==> src/kpm_pkg.sv <==
package kpm_pkg;

  // ----------------------------------------------------------------
  // Timing
  // ----------------------------------------------------------------
  localparam int unsigned CLK_NS = 8;
  localparam int unsigned TICK_NS = 1000000;
  localparam int unsigned TICK_CYC = (TICK_NS + CLK_NS - 1) / CLK_NS;
  // Flash half periods, counted in 1 ms ticks.
  localparam logic [9:0] SLOW_TICKS = 10'h1F4;
  localparam logic [9:0] FAST_TICKS = 10'h07D;

  // ----------------------------------------------------------------
  // Register map
  // ----------------------------------------------------------------
  localparam logic [7:0] OFS_CONFIG = 8'h00;
  localparam logic [7:0] OFS_CTRL = 8'h04;
  localparam logic [7:0] OFS_LOCK = 8'h08;
  localparam logic [7:0] OFS_PIDX = 8'h0C;
  localparam logic [7:0] OFS_PDATA = 8'h10;
  localparam logic [7:0] OFS_STATUS = 8'h14;
  // CONFIG: [7:4] visibility tens, [3:0] ones, [8] mfk, [9] stop.
  localparam int CFG_MFK = 8;
  localparam int CFG_STOP = 9;
  localparam logic [9:0] CONFIG_RST = 10'h211;
  // CTRL: [1:0] command source, [2] reverse.
  localparam int CTRL_DIR = 2;
  // LOCK: [11:0] read-only mask, [27:16] run-lock mask.
  localparam int LOCK_RL = 16;
  localparam logic [11:0] LOCK_RST = 12'h000;

  // ----------------------------------------------------------------
  // Keys, sources, groups, units, glyphs
  // ----------------------------------------------------------------
  localparam int K_MENU = 0;
  localparam int K_ENTER = 1;
  localparam int K_UP = 2;
  localparam int K_DOWN = 3;
  localparam int K_SHIFT = 4;
  localparam int K_RUN = 5;
  localparam int K_MFK = 6;
  localparam int K_STOP = 7;
  localparam logic [1:0] SRC_PANEL = 2'h0;
  localparam logic [1:0] SRC_TERM = 2'h1;
  localparam logic [1:0] SRC_COMM = 2'h2;
  localparam logic [1:0] G_GEN = 2'h0;
  localparam logic [1:0] G_ENH = 2'h1;
  localparam logic [1:0] G_MON = 2'h2;
  localparam logic [2:0] U_HZ = 3'h0;
  localparam logic [2:0] U_AMP = 3'h1;
  localparam logic [2:0] U_VOLT = 3'h2;
  localparam logic [2:0] U_RPM = 3'h3;
  localparam logic [2:0] U_PCT = 3'h4;
  localparam logic [3:0] GLY_BLANK = 4'hF;
  localparam logic [3:0] GLY_GEN = 4'hC;
  localparam logic [3:0] GLY_ENH = 4'hD;
  localparam logic [3:0] GLY_MON = 4'hE;
  localparam logic [3:0] N_STATUS = 4'h8;
  localparam logic [2:0] LAST_DIGIT = 3'h4;
  localparam int N_PARAMS = 12;

  typedef enum logic [1:0] {
    M_DISP = 2'b00,
    M_GROUP = 2'b01,
    M_PARAM = 2'b11,
    M_VALUE = 2'b10
  } kpm_menu_e;

  typedef struct packed {
    logic running;
    logic tuning;
    logic torque;
    logic fault;
  } kpm_drive_s;

  typedef struct packed {
    logic run;
    logic dir;
    logic ttf;
    logic src;
    logic hz;
    logic amp;
    logic volt;
  } kpm_lamps_s;

endpackage

==> src/kpm_panel.sv <==
// Chosen here: the placing of the registers and the APB slave port.
module kpm_panel #(
  parameter int unsigned TICK_CYC = kpm_pkg::TICK_CYC
) (
  // Clock and reset
  input wire logic clk_in,
  input wire logic nrst_in,
  // APB slave
  input wire logic psel_in,
  input wire logic penable_in,
  input wire logic pwrite_in,
  input wire logic [7:0] paddr_in,
  input wire logic [31:0] pwdata_in,
  output logic [31:0] prdata_out,
  output logic pready_out,
  output logic pslverr_out,
  // Operator keys, one level per key
  input wire logic [7:0] keys_in,
  // Drive state and status quantity
  input wire kpm_pkg::kpm_drive_s drive_in,
  input wire logic [19:0] status_value_in,
  input wire logic [2:0] status_unit_in,
  // Lamps and display
  output kpm_pkg::kpm_lamps_s lamps_out,
  output logic [19:0] digits_out,
  output logic [4:0] digit_dark_out,
  output logic [3:0] status_sel_out,
  // Drive commands
  output logic run_cmd_out,
  output logic stop_cmd_out,
  output logic fault_reset_out,
  output logic reverse_cmd_out,
  output logic [1:0] cmd_src_out
);

  // ----------------------------------------------------------------
  // Helpers
  // ----------------------------------------------------------------
  function automatic logic [3:0] bcd_step(input logic [3:0] d,
                                          input logic up);
    if (up)
    begin
      bcd_step = (d >= 4'h9) ? 4'h0 : 4'(d + 4'h1);
    end
    else
    begin
      bcd_step = (d == 4'h0) ? 4'h9 : 4'(d - 4'h1);
    end
  endfunction

  // Steps to the next visible group; the general group is always shown.
  function automatic logic [1:0] grp_step(input logic [1:0] g,
                                          input logic up,
                                          input logic enh,
                                          input logic mon);
    logic [1:0] n;
    n = kpm_pkg::G_GEN;
    case (g)
      kpm_pkg::G_GEN:
        if (up)
          n = enh ? kpm_pkg::G_ENH : (mon ? kpm_pkg::G_MON : g);
        else
          n = mon ? kpm_pkg::G_MON : (enh ? kpm_pkg::G_ENH : g);
      kpm_pkg::G_ENH:
        n = (up && mon) ? kpm_pkg::G_MON : kpm_pkg::G_GEN;
      default:
        n = (!up && enh) ? kpm_pkg::G_ENH : kpm_pkg::G_GEN;
    endcase
    grp_step = n;
  endfunction

  // ----------------------------------------------------------------
  // State
  // ----------------------------------------------------------------
  logic [7:0] keys_prev_reg;
  logic [16:0] tick_cnt_reg;
  logic [9:0] slow_cnt_reg;
  logic [9:0] fast_cnt_reg;
  logic slow_ph_reg;
  logic fast_ph_reg;
  logic [9:0] cfg_reg;
  logic [11:0] ro_mask_reg;
  logic [11:0] rl_mask_reg;
  logic [3:0] pidx_reg;
  logic [1:0] src_reg;
  logic [1:0] src_next;
  logic dir_reg;
  logic dir_next;
  kpm_pkg::kpm_menu_e state_reg;
  kpm_pkg::kpm_menu_e state_next;
  logic [1:0] group_reg;
  logic [1:0] group_next;
  logic [1:0] param_reg;
  logic [1:0] param_next;
  logic [19:0] edit_reg;
  logic [19:0] edit_next;
  logic [2:0] dsel_reg;
  logic [2:0] dsel_next;
  logic [3:0] ssel_next;
  logic save;
  logic [19:0] store_reg [kpm_pkg::N_PARAMS];
  logic [31:0] rdata_next;
  logic mapped;
  kpm_pkg::kpm_lamps_s lamps_next;
  logic [19:0] digits_next;
  logic [3:0] glyph;

  // ----------------------------------------------------------------
  // Decoding
  // ----------------------------------------------------------------
  wire [7:0] press = keys_in & ~keys_prev_reg;
  wire k_menu = press[kpm_pkg::K_MENU];
  wire k_enter = press[kpm_pkg::K_ENTER];
  wire k_up = press[kpm_pkg::K_UP];
  wire k_down = press[kpm_pkg::K_DOWN];
  wire k_shift = press[kpm_pkg::K_SHIFT];
  wire tick_en = (tick_cnt_reg == 17'(TICK_CYC - 1));
  wire [3:0] idx = {group_reg, param_reg};
  wire enh_vis = (cfg_reg[7:4] == 4'h1);
  wire mon_vis = (cfg_reg[3:0] == 4'h1);
  wire editable = (group_reg != kpm_pkg::G_MON) && !ro_mask_reg[idx]
                  && !(rl_mask_reg[idx] && drive_in.running);
  wire panel_src = (src_reg == kpm_pkg::SRC_PANEL);
  wire stop_ok = cfg_reg[kpm_pkg::CFG_STOP] || panel_src;
  wire setup = psel_in && !penable_in;
  wire wr = psel_in && penable_in && pready_out && pwrite_in;
  wire wr_cfg = wr && (paddr_in == kpm_pkg::OFS_CONFIG);
  wire wr_ctrl = wr && (paddr_in == kpm_pkg::OFS_CTRL);
  wire wr_lock = wr && (paddr_in == kpm_pkg::OFS_LOCK);
  wire wr_pidx = wr && (paddr_in == kpm_pkg::OFS_PIDX);
  wire wr_pdata = wr && (paddr_in == kpm_pkg::OFS_PDATA);

  // ----------------------------------------------------------------
  // Flash dividers
  // ----------------------------------------------------------------
  // Tick and phase dividers
  always_ff @(posedge clk_in)
  begin
    if (!nrst_in)
    begin
      tick_cnt_reg <= 17'h00000;
      slow_cnt_reg <= 10'h000;
      fast_cnt_reg <= 10'h000;
      slow_ph_reg <= 1'b0;
      fast_ph_reg <= 1'b0;
    end
    else
    begin
      tick_cnt_reg <= tick_en ? 17'h00000 : 17'(tick_cnt_reg + 17'h1);
      if (tick_en)
      begin
        slow_cnt_reg <= (slow_cnt_reg == kpm_pkg::SLOW_TICKS - 10'h1)
                        ? 10'h000 : 10'(slow_cnt_reg + 10'h1);
        fast_cnt_reg <= (fast_cnt_reg == kpm_pkg::FAST_TICKS - 10'h1)
                        ? 10'h000 : 10'(fast_cnt_reg + 10'h1);
        if (slow_cnt_reg == kpm_pkg::SLOW_TICKS - 10'h1)
          slow_ph_reg <= !slow_ph_reg;
        if (fast_cnt_reg == kpm_pkg::FAST_TICKS - 10'h1)
          fast_ph_reg <= !fast_ph_reg;
      end
    end
  end

  // ----------------------------------------------------------------
  // Menu navigation
  // ----------------------------------------------------------------
  always_comb
  begin
    state_next = state_reg;
    group_next = group_reg;
    param_next = param_reg;
    edit_next = edit_reg;
    dsel_next = dsel_reg;
    ssel_next = status_sel_out;
    save = 1'b0;
    case (state_reg)
      kpm_pkg::M_DISP:
        if (k_menu)
          state_next = kpm_pkg::M_GROUP;
        else if (k_shift)
          ssel_next = (status_sel_out == kpm_pkg::N_STATUS - 4'h1)
                      ? 4'h0 : 4'(status_sel_out + 4'h1);
      kpm_pkg::M_GROUP:
        if (k_menu)
          state_next = kpm_pkg::M_DISP;
        else if (k_enter)
        begin
          state_next = kpm_pkg::M_PARAM;
          param_next = 2'h0;
        end
        else if (k_up || k_down)
          group_next = grp_step(group_reg, k_up, enh_vis, mon_vis);
      kpm_pkg::M_PARAM:
        if (k_menu)
          state_next = kpm_pkg::M_GROUP;
        else if (k_enter)
        begin
          state_next = kpm_pkg::M_VALUE;
          edit_next = store_reg[idx];
          dsel_next = 3'h0;
        end
        else if (k_up)
          param_next = 2'(param_reg + 2'h1);
        else if (k_down)
          param_next = 2'(param_reg - 2'h1);
      default:
        if (k_menu)
          state_next = kpm_pkg::M_PARAM;
        else if (k_enter)
        begin
          state_next = kpm_pkg::M_PARAM;
          save = editable;
          param_next = 2'(param_reg + 2'h1);
        end
        else if ((k_up || k_down) && editable)
          edit_next[{dsel_reg, 2'b00} +: 4] =
            bcd_step(edit_reg[{dsel_reg, 2'b00} +: 4], k_up);
        else if (k_shift && editable)
          dsel_next = (dsel_reg == kpm_pkg::LAST_DIGIT)
                      ? 3'h0 : 3'(dsel_reg + 3'h1);
    endcase
  end

  // A register write from the bus wins over a key in the same cycle.
  always_comb
  begin
    src_next = src_reg;
    dir_next = dir_reg;
    if (wr_ctrl)
    begin
      src_next = (pwdata_in[1:0] == 2'h3) ? kpm_pkg::SRC_PANEL
                                          : pwdata_in[1:0];
      dir_next = pwdata_in[kpm_pkg::CTRL_DIR];
    end
    else if (press[kpm_pkg::K_MFK])
    begin
      if (cfg_reg[kpm_pkg::CFG_MFK])
        dir_next = !dir_reg;
      else
        src_next = (src_reg == kpm_pkg::SRC_COMM) ? kpm_pkg::SRC_PANEL
                                                  : 2'(src_reg + 2'h1);
    end
  end

  always_ff @(posedge clk_in)
  begin
    if (!nrst_in)
    begin
      keys_prev_reg <= 8'hFF;
      state_reg <= kpm_pkg::M_DISP;
      group_reg <= kpm_pkg::G_GEN;
      param_reg <= 2'h0;
      edit_reg <= 20'h00000;
      dsel_reg <= 3'h0;
      status_sel_out <= 4'h0;
      src_reg <= kpm_pkg::SRC_PANEL;
      dir_reg <= 1'b0;
    end
    else
    begin
      keys_prev_reg <= keys_in;
      state_reg <= state_next;
      group_reg <= group_next;
      param_reg <= param_next;
      edit_reg <= edit_next;
      dsel_reg <= dsel_next;
      status_sel_out <= ssel_next;
      src_reg <= src_next;
      dir_reg <= dir_next;
    end
  end

  // ----------------------------------------------------------------
  // Parameter store
  // ----------------------------------------------------------------
  // The panel's confirm has priority over a bus write to the same entry.
  for (genvar i = 0; i < kpm_pkg::N_PARAMS; i++)
  begin : g_store
    always_ff @(posedge clk_in)
    begin
      if (!nrst_in)
        store_reg[i] <= 20'h00000;
      else if (save && (idx == 4'(i)))
        store_reg[i] <= edit_reg;
      else if (wr_pdata && (pidx_reg == 4'(i)))
        store_reg[i] <= pwdata_in[19:0];
    end
  end

  // ----------------------------------------------------------------
  // APB slave
  // ----------------------------------------------------------------
  always_comb
  begin
    rdata_next = 32'h00000000;
    mapped = 1'b1;
    if (paddr_in == kpm_pkg::OFS_CONFIG)
      rdata_next = {22'h000000, cfg_reg};
    else if (paddr_in == kpm_pkg::OFS_CTRL)
      rdata_next = {29'h00000000, dir_reg, src_reg};
    else if (paddr_in == kpm_pkg::OFS_LOCK)
      rdata_next = {4'h0, rl_mask_reg, 4'h0, ro_mask_reg};
    else if (paddr_in == kpm_pkg::OFS_PIDX)
      rdata_next = {28'h0000000, pidx_reg};
    else if (paddr_in == kpm_pkg::OFS_PDATA)
      rdata_next = (pidx_reg < 4'(kpm_pkg::N_PARAMS))
                   ? {12'h000, store_reg[pidx_reg]} : 32'h00000000;
    else if (paddr_in == kpm_pkg::OFS_STATUS)
      rdata_next = {12'h000, drive_in, status_sel_out, dir_reg,
                    src_reg, dsel_reg, param_reg, group_reg, state_reg};
    else
      mapped = 1'b0;
  end

  // The answer is prepared in the setup cycle, so every access ends
  // in its first access cycle.
  always_ff @(posedge clk_in)
  begin
    if (!nrst_in)
    begin
      pready_out <= 1'b0;
      prdata_out <= 32'h00000000;
      pslverr_out <= 1'b0;
      cfg_reg <= kpm_pkg::CONFIG_RST;
      ro_mask_reg <= kpm_pkg::LOCK_RST;
      rl_mask_reg <= kpm_pkg::LOCK_RST;
      pidx_reg <= 4'h0;
    end
    else
    begin
      pready_out <= setup;
      if (setup)
      begin
        prdata_out <= pwrite_in ? 32'h00000000 : rdata_next;
        pslverr_out <= !mapped;
      end
      if (wr_cfg)
        cfg_reg <= pwdata_in[9:0];
      if (wr_lock)
      begin
        ro_mask_reg <= pwdata_in[11:0];
        rl_mask_reg <= pwdata_in[kpm_pkg::LOCK_RL +: 12];
      end
      if (wr_pidx)
        pidx_reg <= pwdata_in[3:0];
    end
  end

  // ----------------------------------------------------------------
  // Lamps, display and drive commands
  // ----------------------------------------------------------------
  assign glyph = (group_reg == kpm_pkg::G_GEN) ? kpm_pkg::GLY_GEN
               : (group_reg == kpm_pkg::G_ENH) ? kpm_pkg::GLY_ENH
               : kpm_pkg::GLY_MON;

  always_comb
  begin
    lamps_next.run = drive_in.running;
    lamps_next.dir = dir_reg;
    lamps_next.ttf = drive_in.fault ? fast_ph_reg
                   : drive_in.tuning ? slow_ph_reg : drive_in.torque;
    lamps_next.src = (src_reg == kpm_pkg::SRC_TERM)
                     || ((src_reg == kpm_pkg::SRC_COMM) && slow_ph_reg);
    lamps_next.hz = (status_unit_in == kpm_pkg::U_HZ)
                    || (status_unit_in == kpm_pkg::U_RPM);
    lamps_next.amp = (status_unit_in == kpm_pkg::U_AMP)
                     || (status_unit_in == kpm_pkg::U_RPM)
                     || (status_unit_in == kpm_pkg::U_PCT);
    lamps_next.volt = (status_unit_in == kpm_pkg::U_VOLT)
                      || (status_unit_in == kpm_pkg::U_PCT);
    case (state_reg)
      kpm_pkg::M_DISP:
        digits_next = status_value_in;
      kpm_pkg::M_GROUP:
        digits_next = {glyph, {4{kpm_pkg::GLY_BLANK}}};
      kpm_pkg::M_PARAM:
        digits_next = {glyph, kpm_pkg::GLY_BLANK, kpm_pkg::GLY_BLANK,
                       4'h0, 2'b00, param_reg};
      default:
        digits_next = edit_reg;
    endcase
  end

  always_ff @(posedge clk_in)
  begin
    if (!nrst_in)
    begin
      lamps_out <= '0;
      digits_out <= 20'h00000;
      digit_dark_out <= 5'h00;
      run_cmd_out <= 1'b0;
      stop_cmd_out <= 1'b0;
      fault_reset_out <= 1'b0;
      reverse_cmd_out <= 1'b0;
      cmd_src_out <= kpm_pkg::SRC_PANEL;
    end
    else
    begin
      lamps_out <= lamps_next;
      digits_out <= digits_next;
      digit_dark_out <= (state_reg == kpm_pkg::M_VALUE && editable
                         && slow_ph_reg) ? 5'(5'h01 << dsel_reg) : 5'h00;
      run_cmd_out <= press[kpm_pkg::K_RUN] && panel_src;
      stop_cmd_out <= press[kpm_pkg::K_STOP] && drive_in.running
                      && stop_ok;
      fault_reset_out <= press[kpm_pkg::K_STOP] && drive_in.fault
                         && stop_ok;
      reverse_cmd_out <= dir_reg;
      cmd_src_out <= src_reg;
    end
  end

endmodule

==> config.mk <==
export PLATFORM = sky130hd
export DESIGN_NAME = kpm_panel
export DESIGN_NICKNAME = d
export VERILOG_FILES = /design/src/kpm_pkg.sv /design/src/kpm_panel.sv
export SDC_FILE = /design/constraint.sdc
export NUM_CORES = 1
export LEC_CHECK = 0
export ABC_AREA = 0
export BUFFER_PORTS_ARGS = -buffer_cell sky130_fd_sc_hd__buf_4
export CORE_ASPECT_RATIO = 0.6
export CORE_MARGIN = 3
export CORE_UTILIZATION = 51
export DETAILED_ROUTE_END_ITERATION = 6
export GPL_TIMING_DRIVEN = 0
export HOLD_SLACK_MARGIN = 0.03
export PLACE_DENSITY = 0.69
export SYNTH_ARGS = -nofsm -noshare
export SYNTH_HDL_FRONTEND = slang
export SYNTH_SLANG_ARGS = --single-unit
export TNS_END_PERCENT = 100
==> constraint.sdc <==
create_clock -name clk_in -period 7.1 [get_ports clk_in]
set_input_delay 0.71 -clock clk_in [delete_from_list [all_inputs] [get_ports clk_in]]
set_output_delay 0.71 -clock clk_in [all_outputs]
set_load 0.02 [all_outputs]
==> flow_metrics.env <==
export IMPL_wl_per_cell_um=30.10
export IMPL_cp_slowest_cell="clkbuf_1"
export IMPL_ys_warn_count=0
export IMPL_finalHoldViolCount=0
export IMPL_crit_path_end_kind="flop"
export IMPL_viasPerCell=7.029
export IMPL_synthTopCellsByCount="edfxtp_1, dfxtp_1, nand2_1"
export IMPL_clock_latency_ps=580
export IMPL_clk_pin_slew_worst_paths_ps=70
export IMPL_ys_top_cells_by_area="edfxtp_1, dfxtp_1, mux4_2"
export IMPL_gr_usage_met1=0.4980
export IMPL_drive_gt1_frac=0.2329
export IMPL_cp_slowest_stage_delay_ps=600
export IMPL_crit_top_cell="clkbuf_1"
export IMPL_post_dp_hpwl_mm=63.52
export IMPL_relSlewSlack=0.1191
export IMPL_cts_root_buffer="clkbuf_16"
export IMPL_max_vdd_ir_drop_mv=0.1679
export IMPL_syn_inst=1951
export IMPL_synth_top_area_cell="edfxtp_1"
export IMPL_dp_cells=2699
export IMPL_syn_to_final_growth_pct=15.73
export IMPL_largest_register_ffs=240
export IMPL_grtUsageMet3=0.1523
export IMPL_antenna_found_initial=1
export IMPL_crit_type="reg2reg"
export IMPL_start_util=0.5216
export IMPL_port_buffer_count=146
export IMPL_syn_cell_area_um2=22830
export IMPL_crit_chain="clkbuf_1, nand2_1, inv_1, clkbuf_1, buf_1, ha_1, nor2_1, and3_1, clkbuf_1, clkbuf_1, o31ai_1, a21oi_1"
export IMPL_synth_most_common_cell="edfxtp_1"
export IMPL_io_pins=156
export IMPL_cts_tree="built"
export IMPL_drt_iter0_drc=3732
export IMPL_dieArea_um2=47430
export IMPL_fin_crit_sh=0.5818
export IMPL_num_rows=59
export IMPL_leakagePower_nw=9.344
export IMPL_start_kind="flop"
export IMPL_core_um2=43780
export IMPL_finalWirelength_mm=83.66
export IMPL_drv_cap=0
export IMPL_routabilityCongestion=1.023
export IMPL_die_x_um=279.2
export IMPL_drc=17
export IMPL_cts_buffer_depth=3
export IMPL_crit_arrival_ps=4570
export IMPL_finalCriticalPeriod_ps=4131
export IMPL_track_usage=0.3452
export IMPL_ctsResizeCount=0
export IMPL_yosysTopAreaCellShare=0.3156
export IMPL_ys_seq_area_frac=0.4839
export IMPL_async_reset_ff_frac=0
export IMPL_fin_skew_ps=25.69
export IMPL_cts_sinks=432
export IMPL_setup_viol=0
export IMPL_hold_buffers=0
export IMPL_outcome="finished with violations"
export IMPL_cts_setup_buffers=0
export IMPL_cts_max_level=2
export IMPL_grt_busiest_layer="met1"
export IMPL_hp_class="in2reg"
export IMPL_grt_max_degree=15
export IMPL_synth_flop_cell="edfxtp_1"
export IMPL_fin_total_pwr_mw=5.576
export IMPL_cp_required_ps=7540
export IMPL_vias=19533
export IMPL_worstMarginPinSlew_ps=1321
export IMPL_numCtsBuffers=43
export IMPL_fmax_mhz=242.1
export IMPL_yosysUniqueCellTypes=85
export IMPL_final_setup_tns_ps=0
export IMPL_crit_fanout=10
export IMPL_hold_slack_ps=336.2
export IMPL_failed_checks="DRC"
export IMPL_slew_violations=0
export IMPL_grt_pass1_vias=18368
export IMPL_nets=2265
export IMPL_die_h_um=169.9
export IMPL_rsz0062_at_grt="no"
export IMPL_layout_cells_non_filler=2779
export IMPL_use_met2=0.4713
export IMPL_syn_avg_cell_area_um2=11.70
export IMPL_final_util=0.6037
export IMPL_overflow=0
export IMPL_synth_seq_cells=432
export IMPL_grt_pass1_wl_mm=120.7
export IMPL_synth_edf_count=240
export IMPL_firstDrtPassIters=7
export IMPL_cellPowerDensity_nw_per_um2=211.0
export IMPL_ant_nets=0
==> area by class of cell <==
| class | count | area, um2 |
|---|---|---|
| Fill cell | 3562 | 17350 |
| Sequential cell | 432 | 11050 |
| Multi-Input combinational cell | 1282 | 10750 |
| Timing Repair Buffer | 166 | 1305 |
| Clock buffer | 55 | 1205 |
| Buffer | 210 | 984.7 |
| Tap cell | 579 | 724.4 |
| Clock inverter | 23 | 290.3 |
| Inverter | 30 | 112.6 |
| Antenna cell | 2 | 5.005 |
==> worst max-delay path, delay by kind of cell (launching register included) <==
kind                     cells  cell delay, ps
adder cells (fa/ha/maj)      1             260
flip-flops                   1             330
AO/OA/AOI/OAI                2             450
AND/OR/NAND/NOR              3             600
buffers and inverters        6            2360
==> routing by layer <==
layer	up-vias	part of all wire
li1	8021	-
met1	9639	0.40
met2	1646	0.40
met3	225	0.18
met4	2	0.029
met5	-	0.00016
==> final timing paths <==
check / startpoint / endpoint / slack [ps] / depth (start not counted)
worst max-delay path: state_reg[1]$_SDFFE_PN0P_ / edit_reg[8]$_SDFFE_PN0P_ / 2970 / 12
worst min-delay path: keys_in[5] / keys_prev_reg[5]$_SDFF_PN1_ / 340 / 2
worst max register to register: state_reg[1]$_SDFFE_PN0P_ / edit_reg[8]$_SDFFE_PN0P_ / 2970 / 12
worst min register to register: rl_mask_reg[9]$_SDFFE_PN0P_ / rl_mask_reg[9]$_SDFFE_PN0P_ / 460 / 2
==> placed cells by master, fill, tap and decap left out, drive strengths merged, types with 12 or more instances in the layout <==
master  synthesis  final
a21oi         112    112
a222oi         16     16
a22oi          24     24
a31oi          13     13
a32o          160    160
and2           83     83
and3           12     12
buf            76    242
clkbuf        134    189
clkinv          0     13
dfxtp         192    192
edfxtp        240    240
ha             20     20
inv            30     30
mux2i          80     80
mux4          119    119
nand2         156    156
nand2b         22     22
nand3          31     31
nor2          108    108
nor3           44     44
nor4           17     17
o21ai          65     65
o31ai          25     25
or3            13     13
xnor2          14     14
xor2           23     23
==> cells by family (layout without fill, tap and decap cells) <==
family                     Yosys count  count (layout)  share of synthesized area
xor gates and xnor gates            37              37                    0.01419
DFF                                432             432                     0.4839
AOI/OAI and AO/OA                  472             472                     0.1597
and+or+nand+nor                    540             540                     0.1254
muxes                              209             209                     0.1575
buffers and inverters              240             484                    0.04805
other                                1               6                  0.0001642
adders and majority gates           20              20                    0.01096
==> power breakdown <==
part | internal, mW | switching (mW) | total, mW
clock network | 1.45 | 1.04 | 2.50
logic | 0.126 | 0.225 | 0.351
registers | 2.69 | 0.0344 | 2.73
==> per-stage QoR <==
stage / setup slack (ps) / instance area [um2]
global route: 2813 / 26420
finish: 2969 / 26430
floorplan: 2060 / 22850
CTS: 3224 / 26420
global placement: -733.7 / 24670
detailed placement: 3215 / 24930
Note: power is estimated with default switching activity, not from simulation.
